<file path="src/common/gpio_pkg.sv">
// constants, types and register map of the pin-interrupt gpio port
package gpio_pkg;
    localparam int NPINS = 32;
    localparam int AW = 8;
    localparam int DW = 32;
    localparam int BEW = 4;
    localparam int SENSE_W = 2;
    localparam int HALF = 16;

    // byte addresses of the register words
    localparam logic [AW-1:0] OFF_DATA_OUT = 8'h00;
    localparam logic [AW-1:0] OFF_DIR = 8'h04;
    localparam logic [AW-1:0] OFF_PIN_IN = 8'h08;
    localparam logic [AW-1:0] OFF_PAD_STATUS = 8'h0C;
    localparam logic [AW-1:0] OFF_SENSE_LO = 8'h10;
    localparam logic [AW-1:0] OFF_SENSE_HI = 8'h14;
    localparam logic [AW-1:0] OFF_BOTH_EDGE = 8'h18;
    localparam logic [AW-1:0] OFF_SENSE_ACTIVE = 8'h1C;
    localparam logic [AW-1:0] OFF_INT_ENABLE = 8'h20;
    localparam logic [AW-1:0] OFF_INT_STATUS = 8'h24;
    localparam logic [AW-1:0] OFF_OUT_SET = 8'h28;
    localparam logic [AW-1:0] OFF_OUT_CLEAR = 8'h2C;
    localparam logic [AW-1:0] OFF_OUT_TOGGLE = 8'h30;
    localparam logic [AW-1:0] OFF_ENABLE_SET = 8'h34;
    localparam logic [AW-1:0] OFF_ENABLE_CLEAR = 8'h38;

    localparam logic [DW-1:0] RESET_WORD = 32'h0000_0000;
    localparam logic [DW-1:0] ALL_ONES = 32'hFFFF_FFFF;

    // interrupt_sense_config_field encodings
    localparam logic [SENSE_W-1:0] LOW_LEVEL_SENSE_MODE = 2'h0;
    localparam logic [SENSE_W-1:0] HIGH_LEVEL_SENSE_MODE = 2'h1;
    localparam logic [SENSE_W-1:0] RISING_EDGE_SENSE_MODE = 2'h2;
    localparam logic [SENSE_W-1:0] FALLING_EDGE_SENSE_MODE = 2'h3;

    // pin direction bit values
    localparam logic PIN_DIR_INPUT = 1'b0;
    localparam logic PIN_DIR_OUTPUT = 1'b1;

    typedef struct packed {
        logic read;
        logic write;
        logic [AW-1:0] address;
        logic [DW-1:0] writedata;
        logic [BEW-1:0] byteenable;
    } avmm_req_t;
endpackage

</file>
<file path="src/core/gpio_port.sv">
// gpio port with per-pin direction, mask operations and pin interrupts
`timescale 1ns/1ps
module gpio_port (
    // clock, reset, enable
    input wire logic clk_i,
    input wire logic srst_i,
    input wire logic ce_i,
    // register bus
    input wire gpio_pkg::avmm_req_t avs_i,
    output logic [gpio_pkg::DW-1:0] avs_readdata_o,
    output logic avs_waitrequest_o,
    // pins
    input wire logic [gpio_pkg::NPINS-1:0] pin_i,
    output logic [gpio_pkg::NPINS-1:0] pin_o,
    output logic [gpio_pkg::NPINS-1:0] pin_oe_o,
    // interrupt request
    output logic irq_o
);
    localparam int N = gpio_pkg::NPINS;
    localparam int DW = gpio_pkg::DW;

    logic [DW-1:0] data_out;
    logic [N-1:0] dir;
    logic [N-1:0] sync_meta;
    logic [N-1:0] sync_pin;
    logic [N-1:0] prev_pin;
    logic [gpio_pkg::SENSE_W*N-1:0] sense;
    logic [N-1:0] both_edge;
    logic [N-1:0] sense_active;
    logic [N-1:0] int_enable;
    logic [N-1:0] int_status;
    logic [N-1:0] event_hit;
    logic [N-1:0] pin_view;
    logic [DW-1:0] be_mask;
    logic [DW-1:0] wd;
    logic [DW-1:0] next_readdata;
    logic [DW-1:0] next_data_out;
    logic wr_hit;
    logic rd_req;

    // bus: one wait cycle, then the request completes
    assign wr_hit = ce_i && avs_i.write && !avs_waitrequest_o;
    assign rd_req = avs_i.read && !avs_i.write;
    assign wd = avs_i.writedata & be_mask;

    always_comb begin
        for (int b = 0; b < gpio_pkg::BEW; b++) begin
            be_mask[8*b +: 8] = {8{avs_i.byteenable[b]}};
        end
    end

    always_ff @(posedge clk_i) begin
        if (srst_i) begin
            avs_waitrequest_o <= 1'b1;
            avs_readdata_o <= gpio_pkg::RESET_WORD;
        end else if (ce_i) begin
            if ((avs_i.read || avs_i.write) && avs_waitrequest_o) begin
                avs_waitrequest_o <= 1'b0;
                avs_readdata_o <= rd_req ? next_readdata : gpio_pkg::RESET_WORD;
            end else begin
                avs_waitrequest_o <= 1'b1;
            end
        end
    end

    // reads of output pins return the driven level, input pins the sampled one
    assign pin_view = (dir & data_out) | (~dir & sync_pin);

    always_comb begin
        next_readdata = gpio_pkg::RESET_WORD;
        unique case (avs_i.address)
            gpio_pkg::OFF_DATA_OUT: next_readdata = data_out;
            gpio_pkg::OFF_DIR: next_readdata = dir;
            gpio_pkg::OFF_PIN_IN: next_readdata = pin_view;
            gpio_pkg::OFF_PAD_STATUS: next_readdata = sync_pin;
            gpio_pkg::OFF_SENSE_LO: next_readdata = sense[DW-1:0];
            gpio_pkg::OFF_SENSE_HI: next_readdata = sense[2*DW-1:DW];
            gpio_pkg::OFF_BOTH_EDGE: next_readdata = both_edge;
            gpio_pkg::OFF_SENSE_ACTIVE: next_readdata = sense_active;
            gpio_pkg::OFF_INT_ENABLE: next_readdata = int_enable;
            gpio_pkg::OFF_INT_STATUS: next_readdata = int_status;
            default: next_readdata = gpio_pkg::RESET_WORD;
        endcase
    end

    // output data register and mask operations
    always_comb begin
        next_data_out = data_out;
        if (wr_hit) begin
            unique case (avs_i.address)
                gpio_pkg::OFF_DATA_OUT: next_data_out = (data_out & ~be_mask) | wd;
                gpio_pkg::OFF_OUT_SET: next_data_out = data_out | wd;
                gpio_pkg::OFF_OUT_CLEAR: next_data_out = data_out & ~wd;
                gpio_pkg::OFF_OUT_TOGGLE: next_data_out = data_out ^ wd;
                default: next_data_out = data_out;
            endcase
        end
    end

    always_ff @(posedge clk_i) begin
        if (srst_i) begin
            data_out <= gpio_pkg::RESET_WORD;
        end else if (ce_i) begin
            data_out <= next_data_out;
        end
    end

    // pins drive only where the direction is output
    always_ff @(posedge clk_i) begin
        if (srst_i) begin
            pin_o <= gpio_pkg::RESET_WORD;
            pin_oe_o <= gpio_pkg::RESET_WORD;
        end else if (ce_i) begin
            pin_o <= next_data_out;
            pin_oe_o <= (wr_hit && avs_i.address == gpio_pkg::OFF_DIR) ?
                ((dir & ~be_mask) | wd) : dir;
        end
    end

    // configuration registers
    always_ff @(posedge clk_i) begin
        if (srst_i) begin
            dir <= gpio_pkg::RESET_WORD;
            sense <= {2{gpio_pkg::RESET_WORD}};
            both_edge <= gpio_pkg::RESET_WORD;
            sense_active <= gpio_pkg::RESET_WORD;
        end else if (wr_hit) begin
            unique case (avs_i.address)
                gpio_pkg::OFF_DIR: dir <= (dir & ~be_mask) | wd;
                gpio_pkg::OFF_SENSE_LO: sense[DW-1:0] <= (sense[DW-1:0] & ~be_mask) | wd;
                gpio_pkg::OFF_SENSE_HI: sense[2*DW-1:DW] <= (sense[2*DW-1:DW] & ~be_mask) | wd;
                gpio_pkg::OFF_BOTH_EDGE: both_edge <= (both_edge & ~be_mask) | wd;
                gpio_pkg::OFF_SENSE_ACTIVE: sense_active <= (sense_active & ~be_mask) | wd;
                default: dir <= dir;
            endcase
        end
    end

    // interrupt enable through set and clear masks
    always_ff @(posedge clk_i) begin
        if (srst_i) begin
            int_enable <= gpio_pkg::RESET_WORD;
        end else if (wr_hit) begin
            unique case (avs_i.address)
                gpio_pkg::OFF_INT_ENABLE: int_enable <= (int_enable & ~be_mask) | wd;
                gpio_pkg::OFF_ENABLE_SET: int_enable <= int_enable | wd;
                gpio_pkg::OFF_ENABLE_CLEAR: int_enable <= int_enable & ~wd;
                default: int_enable <= int_enable;
            endcase
        end
    end

    // two-stage synchroniser, then a third stage for edge history
    always_ff @(posedge clk_i) begin
        if (srst_i) begin
            sync_meta <= gpio_pkg::RESET_WORD;
            sync_pin <= gpio_pkg::RESET_WORD;
            prev_pin <= gpio_pkg::RESET_WORD;
        end else if (ce_i) begin
            sync_meta <= pin_i;
            sync_pin <= sync_meta;
            prev_pin <= sync_pin;
        end
    end

    // per-pin event detection
    for (genvar p = 0; p < N; p++) begin : g_detect
        logic [gpio_pkg::SENSE_W-1:0] mode;
        logic rise;
        logic fall;
        assign mode = sense[gpio_pkg::SENSE_W*p +: gpio_pkg::SENSE_W];
        assign rise = sync_pin[p] && !prev_pin[p];
        assign fall = !sync_pin[p] && prev_pin[p];
        always_comb begin
            event_hit[p] = 1'b0;
            if (!sense_active[p]) begin
                event_hit[p] = 1'b0;
            end else if (both_edge[p]) begin
                event_hit[p] = rise || fall;
            end else begin
                unique case (mode)
                    gpio_pkg::LOW_LEVEL_SENSE_MODE: event_hit[p] = !sync_pin[p];
                    gpio_pkg::HIGH_LEVEL_SENSE_MODE: event_hit[p] = sync_pin[p];
                    gpio_pkg::RISING_EDGE_SENSE_MODE: event_hit[p] = rise;
                    gpio_pkg::FALLING_EDGE_SENSE_MODE: event_hit[p] = fall;
                endcase
            end
        end
    end

    // sticky flags: a new event wins over a clear in the same cycle
    always_ff @(posedge clk_i) begin
        if (srst_i) begin
            int_status <= gpio_pkg::RESET_WORD;
        end else if (ce_i) begin
            if (wr_hit && avs_i.address == gpio_pkg::OFF_INT_STATUS) begin
                int_status <= (int_status & ~wd) | event_hit;
            end else begin
                int_status <= int_status | event_hit;
            end
        end
    end

    // registered, so the request lags the flag by one cycle
    always_ff @(posedge clk_i) begin
        if (srst_i) begin
            irq_o <= 1'b0;
        end else if (ce_i) begin
            irq_o <= |(int_status & int_enable);
        end
    end

    logic past_valid;
    always_ff @(posedge clk_i) begin
        past_valid <= !srst_i;
    end

    // per-pin sense checks: the selected condition must leave its flag set
    for (genvar p = 0; p < N; p++) begin : g_sense_chk
        logic plain;
        assign plain = sense_active[p] && !both_edge[p];

    end
endmodule

</file>
<file path="config.mk">
export PLATFORM = sky130hd
export DESIGN_NAME = gpio_port
export DESIGN_NICKNAME = d
export VERILOG_FILES = /design/src/common/gpio_pkg.sv /design/src/core/gpio_port.sv
export SDC_FILE = /design/constraint.sdc
export NUM_CORES = 1
export LEC_CHECK = 0
export BUFFER_PORTS_ARGS = -buffer_cell sky130_fd_sc_hd__buf_2
export CORE_ASPECT_RATIO = 0.7
export CORE_MARGIN = 10
export CORE_UTILIZATION = 55
export DETAILED_ROUTE_END_ITERATION = 7
export PLACE_DENSITY = 0.85
export SYNTH_ARGS = -nofsm -noshare
export SYNTH_HDL_FRONTEND = slang
export SYNTH_SLANG_ARGS = --single-unit
</file>
<file path="constraint.sdc">
create_clock -name clk_i -period 3.1 [get_ports clk_i]
set_input_delay 0.93 -clock clk_i [delete_from_list [all_inputs] [get_ports clk_i]]
set_output_delay 0.93 -clock clk_i [all_outputs]
set_load 0.02 [all_outputs]
</file>
After elaboration in Yosys (flattened, before gate mapping)
Cells that the tools add are included.
- multiplexer cells: 104
- equality and inequality tests: 110
- reduce and logical (&&, ||, !) cells: 213
- bitwise logic cells: 30
- operators by type and width (operator ; number):
    AND 32 bit ; 14
    bitwise OR 32 bit ; 12
    case mux 32 bit (10 select lines) ; 1
    == test 2 bit, second input constant ; 64
    2-to-1 mux 32 bit ; 4
    case mux 1 bit (4 select lines) ; 32
    case mux 32 bit (4 select lines) ; 1
    inverter 32 bit ; 3
    case mux 32 bit (3 select lines) ; 1
    logical AND 1 bit ; 70
    zero test 1 bit ; 66
    2-to-1 mux 1 bit ; 65
    == test 2 x 1 -> 1 bit, second input constant ; 32
    zero test 2 bit ; 32
    == test 8 x 6 -> 1 bit, second input constant ; 7
    logical OR 1 bit ; 33
    == test 8 x 5 -> 1 bit, second input constant ; 4
    OR reduction 32 bit ; 1
    XOR 32 bit ; 1
    == test 8 x 4 -> 1 bit, second input constant ; 2
    AND reduction 2 bit ; 7
    == test 8 x 3 -> 1 bit, second input constant ; 1
    zero test 8 bit ; 1
    nonzero test 4 bit ; 1
    other kinds (2) ; 2
- output and inout bits: 98
- register bits after elaboration: 418
- bits of input ports: 81
- logic and storage cells: 472

Longest topological paths before layout
Gate-level depths: netlist (run 1).
- depth in word-level cells: 7
- mapped depth: 9
- depth with buffers taken out: 6

Worst setup path before layout (run 1)
Ideal clock, no wire load.
- path kind: in2reg
- start: in avs_i[37] (netlist bit)
- end: reg pin_oe_o[0] (netlist bit)
- stages on the path: 7
- buffers on the path: 2
- required time: 3.014 ns
- slack: 0.442 ns
- arrival: 2.572 ns
- path through: buf_4 > or4b_1 > buf_4 > nor3_4 > nand2_2 > mux2i_1 > a211oi_1
- cells in the longest elaborated chain, start to end: 3
- RTL lines (item ; RTL line ; source):
    from (decl) ; gpio_port.sv:9 ; input wire gpio_pkg::avmm_req_t avs_i,
    == test 8 x 3 -> 1 bit ; gpio_port.sv:115 ; pin_oe_o <= (wr_hit && avs_i.address == gpio_pkg::OFF_DIR) ?
    logical AND 1 bit ; gpio_port.sv:115 ;
    2-to-1 mux 32 bit ; gpio_port.sv:115 ;
    to (signal assigned) ; gpio_port.sv:112 ; pin_oe_o <= gpio_pkg::RESET_WORD;
    to (signal assigned) ; gpio_port.sv:115 ;
    to (decl) ; gpio_port.sv:15 ; output logic [gpio_pkg::NPINS-1:0] pin_oe_o,
No other way between the ends.
A chain may end at the register's enable or synchronous reset.

Final worst setup path (run 1)
- start: in avs_i[40] (netlist bit)
- end: reg avs_readdata_o[6] (netlist bit)
- cells in the longest elaborated chain, start to end: 3
- elaborated cells on any way between the ends: 12
- RTL lines (item ; RTL line ; source):
    == test 8 x 6 -> 1 bit (tied with other cells) ; gpio_port.sv:71 ; unique case (avs_i.address)
    case mux 32 bit (10 select lines) * ; gpio_port.sv:71 ;
    2-to-1 mux 32 bit * ; gpio_port.sv:59 ; avs_readdata_o <= rd_req ? next_readdata : gpio_pkg::RESET_WORD;
    to (signal assigned) ; gpio_port.sv:55 ; avs_readdata_o <= gpio_pkg::RESET_WORD;
    to (signal assigned) ; gpio_port.sv:59 ;
    to (decl) ; gpio_port.sv:10 ; output logic [gpio_pkg::DW-1:0] avs_readdata_o,
Every way passes the cells marked *; elsewhere a longest branch is shown, timed or not.

==> run summary, run 1 <==
CTS H-tree depth - 2
Gate count after technology mapping - 2463
Remaining DRCs - 5
Period utilisation layout - 83.0%
Nets@finish - 2818
Post-CTS Setup Repair Bufs - 0
Fmax - 0.389 GHz
RR Endpoint - int_status[29]
Combinational Power Share - 8.4%
First-pass GRT wire length - 130000 um
Sink Count - 418
Placed Instance Area - 23700 sq um
Mapped Nets - 2640
Initial core utilization - 56.1%
Max clock buf depth - 3
Ys Warns - 0
Max-cap violation count - 0
Gr usage total - 35.3%
Initial antenna violation count - 2
Grt ovf - 0
Chip width - 258 um
Sequential Power Share - 46.4%
Final setup vio count - 0
Slowest stage cell, crit path - and2_1
Fin cells - 3200
Drt total wl - 89500 um
Cell family with most CP delay - buffers and inverters
Initial DRC Count - 3354
Netlist Area Pre-Place - 21700 sq um
Cell mode on critical path - buf_4
Drt wl/cell - 28.0 um
Max Used Layer - met5
Total power - 11900 uW
CTS Buf Count - 42
Reg clk slew, reported paths - 70 ps
Reg2Reg Launch Point - sync_pin[29]
Slew Limit Fails - 0
Asr flop ratio synth - 0%
Post-DRT Antenna Nets - 0
WP buf/inv - 5
Row cnt - 60
FF+latch count, synth - 418
Switching portion of total power - 26.0%
Port Buf Inserts - 178
Crit path arrival time - 3030 ps
R2R depth - 6
GPL Wtd Cong - 1.08
Ys flop type - dfxtp_1
Placed Cells - 3124
Crit end category - register
Final min period - 2570 ps
Area Growth Syn to Fin - 15.7%
R2R Setup Slk - 890 ps
PD cells - 473 nW/um^2
Clk_lat worst skew - 580 ps
Failing checks - DRC
Met3 wire len - 15700 um
VDD IR max - 498 uV
Crit. Startpoint - avs_i[40]
Met2 WL - 34800 um
Detailed placer's ending HPWL - 66700 um
Commonest non-fill, non-tap cell in the layout - dfxtp_1
Worst slew margin - 43.3%
Seq. cell area - 8370 sq um
Vias post-DR - 21000
Setup TNS - 0 ps
Lkg Pwr - 0.0104 uW
Setup Skew - 19.1 ps
Crit start category - input port
Die ar. - 48000 sq um
Worst-path cell chain - buf_2 -> buf_4 -> nor4b_2 -> buf_4 -> buf_4 -> and2_1 -> buf_4 -> nand2_1 -> a311oi_1
Hold Crit Start - avs_readdata_o[13]
Hold Slack - 441 ps
Vias in the first global route - 19600
Fin. Hold Viols - 0
TritonRoute pass-1 iters - 8
Largest net degree at the start of global routing - 101
# diodes - 0
Syn avg cell area - 8.82 sq um
Die Ht - 186 um
Sequential-to-total area share from yosys stat - 38.5%
Hold Path Class - reg2reg
Outcome - finished, violations left
Post-CTS sizing - 0
Crit-path max FO - 10
CTS Hold Bufs - 0
Clock Power Share - 45.2%
Unique masters post-synth - 67
Worst EP required - 3560 ps
Filler instances - 3220
Int Power - 8810 uW
Top-Level Pins - 179
Worst-Margin Slew - 847 ps
Critical path type - in2reg
Count of flip-flops with a built-in enable after synthesis - 0
Layout cell share with drive strength beyond 1 - 16.4%
Area of the core - 38700 sq um
Wl on met1 - 36400 um
CTS tree - done
Design area - 25100 sq um
RSZ-0062 raised after global routing - no
Slowest Stage Delay on Critical Path - 420 ps
Hold Path Sink - avs_readdata_o[13]
Leading cell types in the layout, fill and taps excluded - dfxtp_1, nor2_1, mux2i_1
CTS root buf - clkbuf_16
Multi-input gate area - 12400 sq um
Switching pwr - 3100 uW
Hold path cells - 2
Vias per cell - 6.58
==> cell usage after synthesis, types with 5 or more instances <==
cell / n / share of area [%]
dfxtp_1: 418 / 38
nor2_1: 365 / 6.3
mux2i_1: 317 / 15
nand2_1: 188 / 3.2
a21oi_1: 166 / 3.8
o21ai_0: 115 / 2.6
a211oi_1: 103 / 3.6
ha_1: 96 / 5.5
clkbuf_1: 92 / 1.6
inv_1: 70 / 1.2
nor2b_1: 68 / 2.0
a22oi_1: 59 / 2.0
a311oi_1: 47 / 1.9
buf_2: 40 / 0.92
o211ai_1: 35 / 1.2
o22ai_1: 34 / 0.98
a21o_1: 33 / 1.1
mux2_2: 27 / 1.4
nand2b_1: 17 / 0.49
nand3_1: 15 / 0.35
buf_1: 12 / 0.21
buf_4: 11 / 0.38
o21ai_1: 10 / 0.23
nand3_2: 9 / 0.41
a32oi_1: 8 / 0.32
mux4_2: 8 / 0.83
and2_1: 7 / 0.20
nor3_1: 7 / 0.16
a31oi_1: 6 / 0.17
a2bb2oi_1: 5 / 0.20
==> worst register-to-register path, stage by stage, from the launching register on <==
cell	delay, ps
dfxtp_1	690
inv_1	110
ha_1	220
mux2i_1	170
a211oi_1	110
o211ai_1	630
a21oi_1	130
==> worst max-delay path by stage <==
| stage | to | slack [ps] | depth (start not counted) |
|---|---|---|---|
| global placement | avs_readdata_o[10] | 120 | 9 |
| floorplan | pin_oe_o[0] | 440 | 7 |
| global route | pin_o[5] | 480 | 8 |
| CTS | pin_o[5] | 590 | 8 |
| finish | avs_readdata_o[6] | 530 | 9 |
| detailed placement | pin_o[5] | 20 | 8 |
==> power by group through the flow <==
stage                     Clock (uW)  Sequential (uW)  Combinational, uW
after floorplan                    0             5630                519
after global placement             0             5630                931
after detailed placement           0             5640                951
after CTS                       5370             5520                957
after global routing            5600             5530               1040
final                           5380             5530                997
==> layout make-up <==
class | count | share of cell area (%)
timing repair buffer | 295 | 8.01
clock buffer | 58 | 4.90
tap | 527 | 2.62
multi-input combinational | 1814 | 49.4
inverter | 70 | 1.04
sequential | 418 | 33.3
clock inverter | 18 | 0.761
==> routing by layer <==
metal,vias up,global-route usage (%)
li1,9191,-
met1,10100,49.0
met2,1516,47.7
met3,210,16.4
met4,2,9.05
met5,-,1.23
==> per-stage QoR <==
step / utilization, % / worst slack (ps)
2_1_floorplan: - / 442
3_3_place_gp: 61.2 / 117
3_5_place_dp: 61.2 / 19.1
4_1_cts: 64.9 / 591
5_1_grt: 64.9 / 481
6_report: 64.9 / 526
==> kinds of logic after synthesis <==
family,synth area share [%]
AND/OR/NAND/NOR,15.1
AO/OA/AOI/OAI,19.4
buffers and inverters,4.56
XOR/XNOR,0.0806
flip-flops,38.5
multiplexers,16.8
adder cells (fa/ha/maj),5.53
Note: power is estimated with default switching activity, not from simulation.
==> inputs of run 2 (changes only) <==
- clock period: 3.1 -> 2.41 ns (I/O delays scaled with it)
==> run summary, run 2 (synthesized netlist as in run 1, its figures left out) <==
Outcome - finished, final reports clean
Final min period - 2270 ps
Initial core utilization - 56.1% (unchanged)
Die ar. - 48000 sq um (unchanged)
Detailed placer's ending HPWL - 68200 um (+2.2%)
Initial DRC Count - 2903 (-13%)
Lkg Pwr - 0.0111 uW (+6.7%)
Vias in the first global route - 20700 (+5.6%)
Hold Slack - 371 ps (-70.1 ps)
Nets@finish - 2927 (+3.9%)
VDD IR max - 499 uV (+0.22%)
Critical path type - in2reg
Largest net degree at the start of global routing - 96 (-5.0%)
Hold Path Class - in2reg
Crit start category - input port
CTS Buf Count - 42 (unchanged)
Total power - 15600 uW (+31%)
Leading cell types in the layout, fill and taps excluded - dfxtp_1, nor2_1, mux2i_1
Drt wl/cell - 27.7 um (-0.89%)
RSZ-0062 raised after global routing - no
Worst EP required - 2910 ps (-650 ps)
Post-DRT Antenna Nets - 0 (unchanged)
Fmax - 0.440 GHz
Max-cap violation count - 0 (unchanged)
CTS root buf - clkbuf_16
Area of the core - 38700 sq um (unchanged)
Layout Utilization - 68.0% (+3.1 points)
CTS tree - done
Worst-path cell chain - buf_2 -> buf_12 -> or4_1 -> nor3b_4 -> buf_4 -> and2_1 -> nand2_1 -> a21oi_1
Slowest Stage Delay on Critical Path - 660 ps (+240 ps)
Period utilisation layout - 94.3%
Port Buf Inserts - 178 (unchanged)
Crit path arrival time - 2770 ps (-260 ps)
Row cnt - 60 (unchanged)
Slowest stage cell, crit path - or4_1
Area Growth Syn to Fin - 21.1%
Drt total wl - 91700 um (+2.4%)
TritonRoute pass-1 iters - 5 (-3)
Top-Level Pins - 179 (unchanged)
Reg clk slew, reported paths - 70 ps (about the same)
Crit-path max FO - 8 (-2)
Vias post-DR - 21600 (+2.8%)
CTS H-tree depth - 2 (unchanged)
Sink Count - 418 (unchanged)
Fin. Hold Viols - 0 (unchanged)
Final setup vio count - 0 (unchanged)
Setup Skew - 27.9 ps (+8.80 ps)
Worst slew margin - 53.1% (+9.9 points)
GPL Wtd Cong - 1.05 (-3.0%)
Vias per cell - 6.54 (-0.48%)
Setup TNS - 0 ps (unchanged)
Layout cell share with drive strength beyond 1 - 19.7% (+3.3 points)
Grt ovf - 0 (unchanged)
Commonest non-fill, non-tap cell in the layout - dfxtp_1
Crit end category - register
Slew Limit Fails - 0 (unchanged)
Filler instances - 3137 (-2.6%)
PD cells - 594 nW/um^2 (+25%)
Pre-CTS WS - -396 ps (-415 ps)
First-pass GRT wire length - 135000 um (+4.4%)
Gr usage total - 36.5% (+1.2 points)
Max clock buf depth - 3 (unchanged)
Remaining DRCs - 0 (-5)
Chip width - 258 um (unchanged)
Die Ht - 186 um (unchanged)
Worst-Margin Slew - 703 ps (-144 ps)
Clk_lat worst skew - 590 ps (about the same)
Initial antenna violation count - 1 (-1)
CTS Hold Bufs - 0 (unchanged)
Final WS setup - 137 ps (-389 ps)
## run 2: changes by cell type in the layout (fill, tap and decap cells not counted), sizes merged, moves of 2 or more
cell	change
inv	+2
bufinv	+2
clkinv	-6
buf	+110
## run 2: power breakdown
| part | internal [uW] | switching [uW] |
|---|---|---|
| sequential | 6990 | 98.4 |
| combinational | 508 | 877 |
| clock | 4160 | 3000 |
## run 2: worst paths after layout
path / startpoint / to / slack [ps] / cells after the start
max reg2reg: int_status[17] / irq_o / 430 / 5
min reg2reg: avs_readdata_o[15] / avs_readdata_o[15] / 450 / 2
max: avs_i[39] / register / 140 / 8
min: pin_i[4] / sync_meta[4] / 370 / 3
## run 2: through the flow
step           instance area (sq um)  cells
2_1_floorplan                  21800   2463
3_3_place_gp                   24800   3233
3_5_place_dp                   24800   3233
4_1_cts                        26300   3306
5_1_grt                        26300   3306
6_report                       26300   3307
## run 2: cell type report
type	count	area, sq um	area share [%]
Tap cell	527	659	2.50
Sequential cell	418	8370	31.8
Antenna cell	1	2.50	0.00950
Inverter	70	263	0.998
Clock inverter	15	238	0.903
Timing Repair Buffer	404	3110	11.8
Clock buffer	58	1240	4.72
Multi-Input combinational cell	1814	12400	47.3
## run 2: layer usage
layer	up-vias	wire, um	global-route usage, %
li1	9440	-	-
met1	10500	36800	49.6
met2	1469	38400	53.7
met3	276	12300	10.3
met4	2	4050	14.4
met5	-	9	0
## run 2: repair_timing
action                     in CTS  in global routing
setup endpoints to repair       0                  4
resized for setup               0                  1
buffers inserted                0                  0
## run 2: critical path, delay by kind of cell
kind,cells,cell delay (ps)
and+or+nand+nor,4,1380
buffers and inverters,3,480
AOI/OAI and AO/OA,1,170
